<file path="config.mk">
export PLATFORM = sky130hd
export DESIGN_NAME = event_buffer_command_control
export DESIGN_NICKNAME = d
export VERILOG_FILES = /design/src/inc/evbuf_pkg.sv /design/src/core/event_buffer_command_control.sv
export SDC_FILE = /design/constraint.sdc
export NUM_CORES = 2
export LEC_CHECK = 0
export ABC_AREA = 0
export BUFFER_PORTS_ARGS = -buffer_cell sky130_fd_sc_hd__buf_2
export CAP_MARGIN = 20
export CELL_PAD_IN_SITES_DETAIL_PLACEMENT = 1
export CELL_PAD_IN_SITES_GLOBAL_PLACEMENT = 1
export CORE_UTILIZATION = 45
export DETAILED_ROUTE_END_ITERATION = 12
export PLACE_DENSITY_LB_ADDON = 0.1
export SYNTH_ARGS = -nofsm -noshare
export SYNTH_HDL_FRONTEND = slang
export SYNTH_SLANG_ARGS = --single-unit
</file>
<file path="constraint.sdc">
create_clock -name ref_clk -period 5.03 [get_ports ref_clk]
set_clock_uncertainty 0.15 [all_clocks]
set_input_delay 0.7545 -clock ref_clk [delete_from_list [all_inputs] [get_ports ref_clk]]
set_output_delay 0.7545 -clock ref_clk [all_outputs]
set_load 0.02 [all_outputs]
</file>
<file path="src/inc/evbuf_pkg.sv">
// Purpose: constants for the event buffer command and register control
// Assumes: one clock domain, 40-bit instruction word split into fields
// Notes: register codes are instruction codes on bits 24:20
package evbuf_pkg;
  localparam int num_channels = 16;
  localparam logic [4:0] code_pole_1 = 5'h00;
  localparam logic [4:0] code_pole_2 = 5'h01;
  localparam logic [4:0] code_pole_3 = 5'h02;
  localparam logic [4:0] code_zero_1 = 5'h03;
  localparam logic [4:0] code_zero_2 = 5'h04;
  localparam logic [4:0] code_zero_3 = 5'h05;
  localparam logic [4:0] code_pedestal = 5'h06;
  localparam logic [4:0] code_ped_word = 5'h07;
  localparam logic [4:0] code_zs_thr = 5'h08;
  localparam logic [4:0] code_bc_thr = 5'h09;
  localparam logic [4:0] code_acq_cfg = 5'h0A;
  localparam logic [4:0] code_dp_cfg = 5'h0B;
  localparam logic [4:0] code_buf_cfg = 5'h0C;
  localparam logic [4:0] code_ped_ptr = 5'h0D;
  localparam logic [4:0] code_status = 5'h10;
  localparam logic [4:0] code_id_len = 5'h11;
  localparam logic [4:0] code_trig_cnt = 5'h12;
  localparam logic [4:0] code_wp_adv = 5'h18;
  localparam logic [4:0] code_rp_adv = 5'h19;
  localparam logic [4:0] code_dump = 5'h1A;
  localparam logic [4:0] code_soft_trig = 5'h1B;
  localparam logic [4:0] code_clr_trig = 5'h1C;
  localparam logic [4:0] code_clr_err = 5'h1D;
  // error bit positions within the upper byte of the status word
  localparam int err_parity = 12;
  localparam int err_instr = 13;
  localparam int err_overlap = 14;
  localparam int err_readout = 19;
  // field positions
  localparam int broadcast_flag_bit = 38;
  localparam int buf_count_bit = 4;
  localparam int zs_enable_bit = 19;
  localparam int ma_enable_bit = 11;
  localparam int polarity_bit = 4;
  localparam logic [3:0] pretrig_max = 4'hE;
  localparam logic [3:0] pretrig_code_top = 4'hF;
  localparam logic [15:0] trig_count_reset = 16'h0000;
  localparam logic [19:0] cfg_reset = 20'h0_0000;
  localparam logic [7:0] dump_words_default = 8'h04;
  localparam logic [1:0] dump_gap = 2'h3;
  typedef enum logic [2:0] {
    st_idle = 3'b000,
    st_ack = 3'b001,
    st_gap = 3'b011,
    st_drive = 3'b010,
    st_xfer = 3'b110,
    st_release = 3'b111
  } bus_state_t;
endpackage : evbuf_pkg

</file>
<file path="src/core/event_buffer_command_control.sv">
// Purpose: command decode, event buffer pointers, trigger count, config registers
// Assumes: instruction strobe and write line active low, synchronous to ref_clk
// Notes: data path arithmetic lives elsewhere; threshold, window, datapath and buffer config leave as ports, coefficients and pedestals stay internal
`timescale 1ns/1ns
module event_buffer_command_control
  import evbuf_pkg::*;
(
  input wire logic ref_clk,
  input wire logic reset,
  input wire logic [39:0] bus_in,
  output logic [39:0] bus_out,
  output logic [39:0] bus_oe,
  input wire logic instr_strobe_n,
  input wire logic write_n,
  output logic ack_n,
  output logic transfer_active,
  output logic data_strobe_n,
  input wire logic level_one_trigger,
  input wire logic acquisition_busy,
  input wire logic [7:0] hardwired_chip_id,
  input wire logic [9:0] pedestal_variable,
  input wire logic [7:0] event_length,
  input wire logic [39:0] dump_data,
  output logic trigger_pulse,
  output logic [2:0] write_pointer,
  output logic [2:0] read_pointer,
  output logic [19:0] suppression_offset_threshold,
  output logic [19:0] baseline_window_thresholds,
  output logic [19:0] acquisition_window_config,
  output logic [19:0] datapath_config,
  output logic [3:0] pretrigger_samples,
  output logic power_save,
  output logic filter_force,
  output logic eight_buffers
);
  logic [15:0] level_one_trigger_count;
  logic [15:0] coeff [num_channels][6];
  logic [9:0] fixed_pedestal [num_channels];
  logic [9:0] pedestal_memory_word;
  logic [9:0] pedestal_memory_pointer;
  logic [6:0] buffers_pretrigger_config;
  logic [7:0] errors;
  logic [3:0] used;
  bus_state_t state;
  logic dump_go;
  logic [7:0] dump_count;
  logic [1:0] gap_count;
  logic [3:0] chan;
  logic [4:0] code;
  logic broadcast_flag;
  logic is_read;
  logic take;
  logic reg_wr;
  logic valid_code;
  logic bad_mode;
  logic cmd_wp;
  logic cmd_rp;
  logic cmd_trig;
  logic trig_any;
  logic full;
  logic empty;
  logic [3:0] capacity;
  logic [2:0] step;
  logic [19:0] next_read_value;
  logic [3:0] remaining;
  logic dump_req;
  logic dump_empty;
  logic clr_err;
  logic clr_trig;
  logic [7:0] err_set;

  assign chan = bus_in[28:25];
  assign code = bus_in[24:20];
  assign broadcast_flag = bus_in[broadcast_flag_bit];
  assign is_read = write_n;
  assign take = (state == st_idle) && !instr_strobe_n;
  assign capacity = eight_buffers ? 4'h8 : 4'h4;
  assign step = eight_buffers ? 3'h1 : 3'h2;
  assign full = (used == capacity);
  assign empty = (used == 4'h0);
  assign remaining = capacity - used;

  always_comb begin
    valid_code = 1'b1;
    bad_mode = 1'b0;
    unique case (code)
      code_pole_1,
      code_pole_2,
      code_pole_3,
      code_zero_1,
      code_zero_2,
      code_zero_3,
      code_pedestal,
      code_ped_word,
      code_zs_thr,
      code_bc_thr,
      code_acq_cfg,
      code_dp_cfg,
      code_buf_cfg,
      code_ped_ptr: bad_mode = is_read && broadcast_flag;
      // read-only registers refuse writes and broadcast reads
      code_status,
      code_id_len,
      code_trig_cnt: bad_mode = !is_read || broadcast_flag;
      code_dump: bad_mode = broadcast_flag || is_read;
      // commands carry no answer, so a read of one is refused
      code_wp_adv,
      code_rp_adv,
      code_soft_trig,
      code_clr_trig,
      code_clr_err: bad_mode = is_read;
      default: valid_code = 1'b0;
    endcase
  end

  // argument-free commands ignore bits 19:0, which may float
  assign reg_wr = take && valid_code && !bad_mode && !is_read;
  assign cmd_wp = reg_wr && code == code_wp_adv && !full;
  assign cmd_rp = reg_wr && code == code_rp_adv && !empty;
  assign cmd_trig = reg_wr && code == code_soft_trig;
  assign trig_any = level_one_trigger || cmd_trig;
  assign clr_err = reg_wr && code == code_clr_err;
  assign clr_trig = reg_wr && code == code_clr_trig;
  assign dump_req = valid_code && !bad_mode && code == code_dump;
  assign dump_empty = take && dump_req && empty;

  always_ff @(posedge ref_clk) begin
    if (reset) begin
      trigger_pulse <= 1'b0;
    end else begin
      trigger_pulse <= trig_any && !full;
    end
  end

  always_ff @(posedge ref_clk) begin
    if (reset) begin
      level_one_trigger_count <= trig_count_reset;
    end else if (clr_trig) begin
      // a trigger in the clear cycle is not lost
      level_one_trigger_count <= trig_count_reset + 16'(trig_any);
    end else if (trig_any) begin
      level_one_trigger_count <= level_one_trigger_count + 16'h0001;
    end
  end

  always_ff @(posedge ref_clk) begin
    if (reset) begin
      write_pointer <= 3'h0;
    end else if (cmd_wp) begin
      write_pointer <= write_pointer + step;
    end
  end

  always_ff @(posedge ref_clk) begin
    if (reset) begin
      read_pointer <= 3'h0;
    end else if (cmd_rp) begin
      read_pointer <= read_pointer + step;
    end
  end

  // occupancy; simultaneous push and pop keeps the count
  always_ff @(posedge ref_clk) begin
    if (reset) begin
      used <= 4'h0;
    end else if (cmd_wp && !cmd_rp) begin
      used <= used + 4'h1;
    end else if (cmd_rp && !cmd_wp) begin
      used <= used - 4'h1;
    end
  end

  genvar gc;
  generate
    for (gc = 0; gc < num_channels; gc++) begin : g_chan
      always_ff @(posedge ref_clk) begin
        if (reset) begin
          for (int k = 0; k < 6; k++) begin
            coeff[gc][k] <= 16'h0000;
          end
          fixed_pedestal[gc] <= 10'h000;
        end else if (reg_wr && (broadcast_flag || chan == gc)) begin
          if (code <= code_zero_3) begin
            coeff[gc][code[2:0]] <= bus_in[15:0];
          end
          if (code == code_pedestal) begin
            fixed_pedestal[gc] <= bus_in[9:0];
          end
        end
      end
    end
  endgenerate

  always_ff @(posedge ref_clk) begin
    if (reset) begin
      suppression_offset_threshold <= cfg_reset;
      baseline_window_thresholds <= cfg_reset;
      acquisition_window_config <= cfg_reset;
      datapath_config <= cfg_reset;
      buffers_pretrigger_config <= 7'h00;
      pedestal_memory_word <= 10'h000;
      pedestal_memory_pointer <= 10'h000;
    end else if (reg_wr) begin
      unique case (code)
        code_zs_thr: suppression_offset_threshold <= bus_in[19:0];
        code_bc_thr: baseline_window_thresholds <= bus_in[19:0];
        code_acq_cfg: acquisition_window_config <= bus_in[19:0];
        code_dp_cfg: datapath_config <= bus_in[19:0];
        code_buf_cfg: buffers_pretrigger_config <= bus_in[6:0];
        code_ped_word: pedestal_memory_word <= bus_in[9:0];
        code_ped_ptr: pedestal_memory_pointer <= bus_in[9:0];
        default: ;
      endcase
    end
  end

  always_ff @(posedge ref_clk) begin
    if (reset) begin
      pretrigger_samples <= 4'h0;
      power_save <= 1'b0;
      filter_force <= 1'b0;
      eight_buffers <= 1'b0;
    end else begin
      // code 15 clamps to the 14 samples held in the pipeline
      pretrigger_samples <= (buffers_pretrigger_config[3:0] == pretrig_code_top)
        ? pretrig_max : buffers_pretrigger_config[3:0];
      power_save <= buffers_pretrigger_config[6];
      filter_force <= buffers_pretrigger_config[5];
      eight_buffers <= buffers_pretrigger_config[buf_count_bit];
    end
  end

  // error events at their status positions; parity is never checked
  always_comb begin
    err_set = 8'h00;
    err_set[err_readout - err_parity] = dump_empty;
    err_set[err_overlap - err_parity] = trig_any && acquisition_busy;
    err_set[err_instr - err_parity] = take && (!valid_code || bad_mode);
  end

  // sticky errors: a new error in the clear cycle survives
  always_ff @(posedge ref_clk) begin
    if (reset) begin
      errors <= 8'h00;
    end else if (clr_err) begin
      errors <= err_set;
    end else begin
      errors <= errors | err_set;
    end
  end

  always_comb begin
    next_read_value = 20'h0_0000;
    unique case (code)
      code_pole_1,
      code_pole_2,
      code_pole_3,
      code_zero_1,
      code_zero_2,
      code_zero_3: next_read_value = {4'h0, coeff[chan][code[2:0]]};
      code_pedestal: next_read_value = {pedestal_variable, fixed_pedestal[chan]};
      code_ped_word: next_read_value = {10'h000, pedestal_memory_word};
      code_zs_thr: next_read_value = suppression_offset_threshold;
      code_bc_thr: next_read_value = baseline_window_thresholds;
      code_acq_cfg: next_read_value = acquisition_window_config;
      code_dp_cfg: next_read_value = datapath_config;
      code_buf_cfg: next_read_value = {13'h0000, buffers_pretrigger_config};
      code_ped_ptr: next_read_value = {10'h000, pedestal_memory_pointer};
      code_status: next_read_value = {errors, empty, full, remaining, write_pointer,
        read_pointer};
      code_id_len: next_read_value = {4'h0, hardwired_chip_id, event_length};
      code_trig_cnt: next_read_value = {4'h0, level_one_trigger_count};
      default: next_read_value = 20'h0_0000;
    endcase
  end

  // instruction handshake and dump sequencer
  always_ff @(posedge ref_clk) begin
    if (reset) begin
      state <= st_idle;
      ack_n <= 1'b1;
      dump_go <= 1'b0;
      dump_count <= 8'h00;
      gap_count <= 2'h0;
      transfer_active <= 1'b0;
      data_strobe_n <= 1'b1;
      bus_oe <= 40'h00_0000_0000;
      bus_out <= 40'h00_0000_0000;
    end else begin
      unique case (state)
        st_idle: begin
          if (take) begin
            ack_n <= 1'b0;
            dump_go <= dump_req && !empty;
            state <= st_ack;
            // refused reads answer zeros so the low half never floats
            if (is_read) begin
              bus_oe <= {20'h0_0000, 20'hF_FFFF};
              bus_out <= {20'h0_0000, (valid_code && !bad_mode) ? next_read_value : 20'h0_0000};
            end
          end
        end
        st_ack: begin
          if (instr_strobe_n) begin
            ack_n <= 1'b1;
            bus_oe <= 40'h00_0000_0000;
            gap_count <= dump_gap;
            // a valid dump with data waiting takes the bus
            state <= dump_go ? st_gap : st_idle;
          end
        end
        st_gap: begin
          gap_count <= gap_count - 2'h1;
          if (gap_count == 2'h1) begin
            bus_oe <= 40'hFF_FFFF_FFFF;
            dump_count <= event_length == 8'h00 ? dump_words_default : event_length;
            state <= st_drive;
          end
        end
        st_drive: begin
          transfer_active <= 1'b1;
          state <= st_xfer;
        end
        st_xfer: begin
          if (!data_strobe_n) begin
            // a word counts at its falling strobe, so a pause never repeats it
            data_strobe_n <= 1'b1;
            if (dump_count == 8'h00) begin
              transfer_active <= 1'b0;
              state <= st_release;
            end
          end else if (!acquisition_busy) begin
            // a new trigger holds the strobe high until acquisition ends
            data_strobe_n <= 1'b0;
            bus_out <= dump_data;
            dump_count <= dump_count - 8'h01;
          end
        end
        st_release: begin
          data_strobe_n <= 1'b1;
          bus_oe <= 40'h00_0000_0000;
          state <= st_idle;
        end
        default: state <= st_idle;
      endcase
    end
  end
endmodule : event_buffer_command_control

</file>
==> results.py <==
metrics = {
    "setup_path": {
        "end_kind": "register",
        "crit_path_max_fanout": 53,
        "cp-start-kind": "register",
        "arrival_ns": 4.55,
        "critical_path_class": "reg -> reg",
        "required_ns": 5.38,
    },
    "floorplanning": {
        "die-area_um2": 198000,
        "fp-row-count": 162,
        "core_um2": 195000,
        "start_util_pct": 45.2,
        "die_w_um": 445,
        "io_pins": 289,
        "fp.dieH_um": 445,
    },
    "hold_path": {
        "hp-class": "in -> reg",
    },
    "layout": {
        "multi_input_area_um2": 30600,
        "drive_above_1_share_pct": 24.0,
        "fillCellCount": 18670,
        "seq_area_um2": 55000,
        "syn2layout_area_growth_pct": 13.9,
        "nets": 6491,
        "final_util_pct": 51.5,
        "final_cell_mix": "and2_1 (1711), edfxtp_1 (1696), mux4_2 (467)",
        "layoutNonFillerInstCount": 9174,
        "layout_commonest_cell": "and2_1",
    },
    "logic_synthesis": {
        "synthFlopType": "edfxtp_1",
        "synthArstFlopShare_pct": 0,
        "syn_nets": 6216,
        "synth_cells": 6090,
        "syn-cell-area_um2": 88100,
        "synth_edf_count": 1696,
        "ys_warn_count": 0,
        "avgSynthCellArea_um2": 14.5,
        "seq_area_frac_synth_pct": 62.4,
        "synth.distinct_cells": 77,
        "ys_ff_latch": 1899,
    },
    "detailed_routing": {
        "finalWirelength_um": 289000,
        "first_pass_iters": 6,
        "drtAntennaViolNets": 0,
        "drc_errors": 0,
        "vias": 53606,
        "vias_per_cell": 5.84,
        "drt_iter0_markers": 5721,
        "wl_per_cell_um": 31.5,
    },
    "sta": {
        "fmax_mhz": 238,
        "fin_setup_tns_ns": 0,
        "rsz0062_at_grt": "false",
        "drv_slew": 0,
        "hold_violations": 0,
        "finalCriticalPeriod_ns": 4.20,
        "worst_pin_slew_ns": 1.21,
        "setup_viol": 0,
        "max_slew_margin_pct": 19.2,
        "timing.final.crit_share_pct": 83.5,
    },
    "global_route": {
        "use_met2_pct": 47.6,
        "grt_pass1_wl_um": 412000,
        "grtUsageTotal_pct": 29.2,
        "grt_max_degree": 133,
        "use_met1_pct": 40.3,
        "top_usage_layer": "met2",
        "overflow": 0,
        "antenna_found_initial": 12,
        "grt.met3_usage_pct": 4.02,
        "grt_pass1_vias": 55135,
    },
    "placement": {
        "place_congestion": 0.895,
        "portBuffers": 278,
        "dp_cells": 8749,
        "hpwl_um": 188000,
    },
    "clock_tree": {
        "cts_root_buf": "clkbuf_16",
        "cts_buffers": 209,
        "clkTransAtPathRegs_ns": 0.06,
        "cts_tree": "yes",
        "worstSkewPairLatency_ns": 0.87,
        "htree_levels": 4,
        "clock-sinks": 1899,
        "clockBufferDepth": 3,
    },
    "job": {
        "drv_cap": 0,
    },
    "power_and_ir_drop": {
        "cellLeakagePower_nw": 37.3,
        "powerDensity_nw_per_um2": 352,
        "ir_drop_mv": 0.313,
        "power.total_w": 0.0354,
    },
    "run_status": {
        "run_status": "finished clean",
    },
}
## synth_stat cells, types with 50 or more instances
master / number / area share, %
and2_1: 1712 / 12
edfxtp_1: 1696 / 58
mux4_2: 467 / 12
clkbuf_1: 385 / 1.6
nand2_1: 267 / 1.1
dfxtp_1: 203 / 4.6
a21oi_1: 156 / 0.89
nor2_1: 124 / 0.53
mux2i_1: 122 / 1.4
buf_2: 113 / 0.64
a22oi_1: 83 / 0.71
nor3_2: 56 / 0.64
or2_2: 53 / 0.38
buf_4: 50 / 0.43
## worst paths after layout
path                                     from             to  slack (ns)  cells past startpoint
worst max-delay path                 state[1]  coeff[14][45]        0.83                      8
worst max register to register       state[1]  coeff[14][45]        0.83                      8
worst min register to register    bus_out[27]    bus_out[27]        0.30                      2
worst min-delay path            dump_data[19]    bus_out[19]        0.08                      3
## metal layers
metal / part of all wire, % / vias up
met5: 0.016 / -
met1: 42 / 28351
li1: - / 22919
met2: 48 / 1916
met3: 6.3 / 414
met4: 3.5 / 6
## metrics by stage
stage                     worst slack [ns]  hold WS, ns  area, um^2
after floorplan                      0.827        0.271       88100
after global placement               0.350        0.287       93500
after detailed placement             0.366        0.296       93500
after CTS                            0.896      0.00505      100000
after global routing                 0.725       0.0720      100000
final                                0.832       0.0841      100000
## cell families after synthesis
group	synth area share (%)
buffers and inverters	3.05
AND/OR/NAND/NOR	17.1
XOR/XNOR	0.199
multiplexers	13.4
flip-flops	62.4
adder cells (fa/ha/maj)	0.224
AO/OA/AOI/OAI	3.66
## critical path, cell delays in order, from the launching register on
cell and delay, ns:
dfxtp_1 0.52, or4_1 0.61, nor2_1 0.38, o21ai_2 0.28, or3_4 0.54, buf_12 0.28, nor3_2 0.24, buf_4 0.25
or2_2 0.46
## layout make-up
cell class                 instances  share of cell area, %
timing repair buffer             665                   4.88
clock inverter                   110                  0.883
tap                             2624                   3.27
sequential                      1899                   54.8
antenna                            6                 0.0150
multi-input combinational       3575                   30.5
clock buffer                     280                   5.63
inverter                          15                 0.0561
## repair_timing
item | in CTS | in global routing
resized for setup | 0 | 0
setup buffers | 0 | 0
setup endpoints to repair | 0 | 0
hold buffers | 28 | 0
hold endpoints to repair | 40 | 0
## flip-flops by register name (all words and copies together), names as in the netlist, 4 cells and up
register / count
pedestal_memory_pointer: 10
acquisition_window_config: 20
dump_count: 8
suppression_offset_threshold: 20
buffers_pretrigger_config: 7
bus_out: 40
coeff: 1536
pretrigger_samples: 4
baseline_window_thresholds: 20
fixed_pedestal: 160
level_one_trigger_count: 16
datapath_config: 20
pedestal_memory_word: 10
used: 4
## power breakdown
| group | total [W] | switching [W] | internal (W) | leakage, nW |
|---|---|---|---|---|
| combinational | 0.00271 | 0.00182 | 0.000889 | 14.8 |
| sequential | 0.0177 | 0.000140 | 0.0176 | 19.3 |
| clock | 0.0149 | 0.00648 | 0.00847 | 3.19 |
| total | 0.0354 | 0.00844 | 0.0269 | 37.3 |
(Power assumes the default switching activity.)
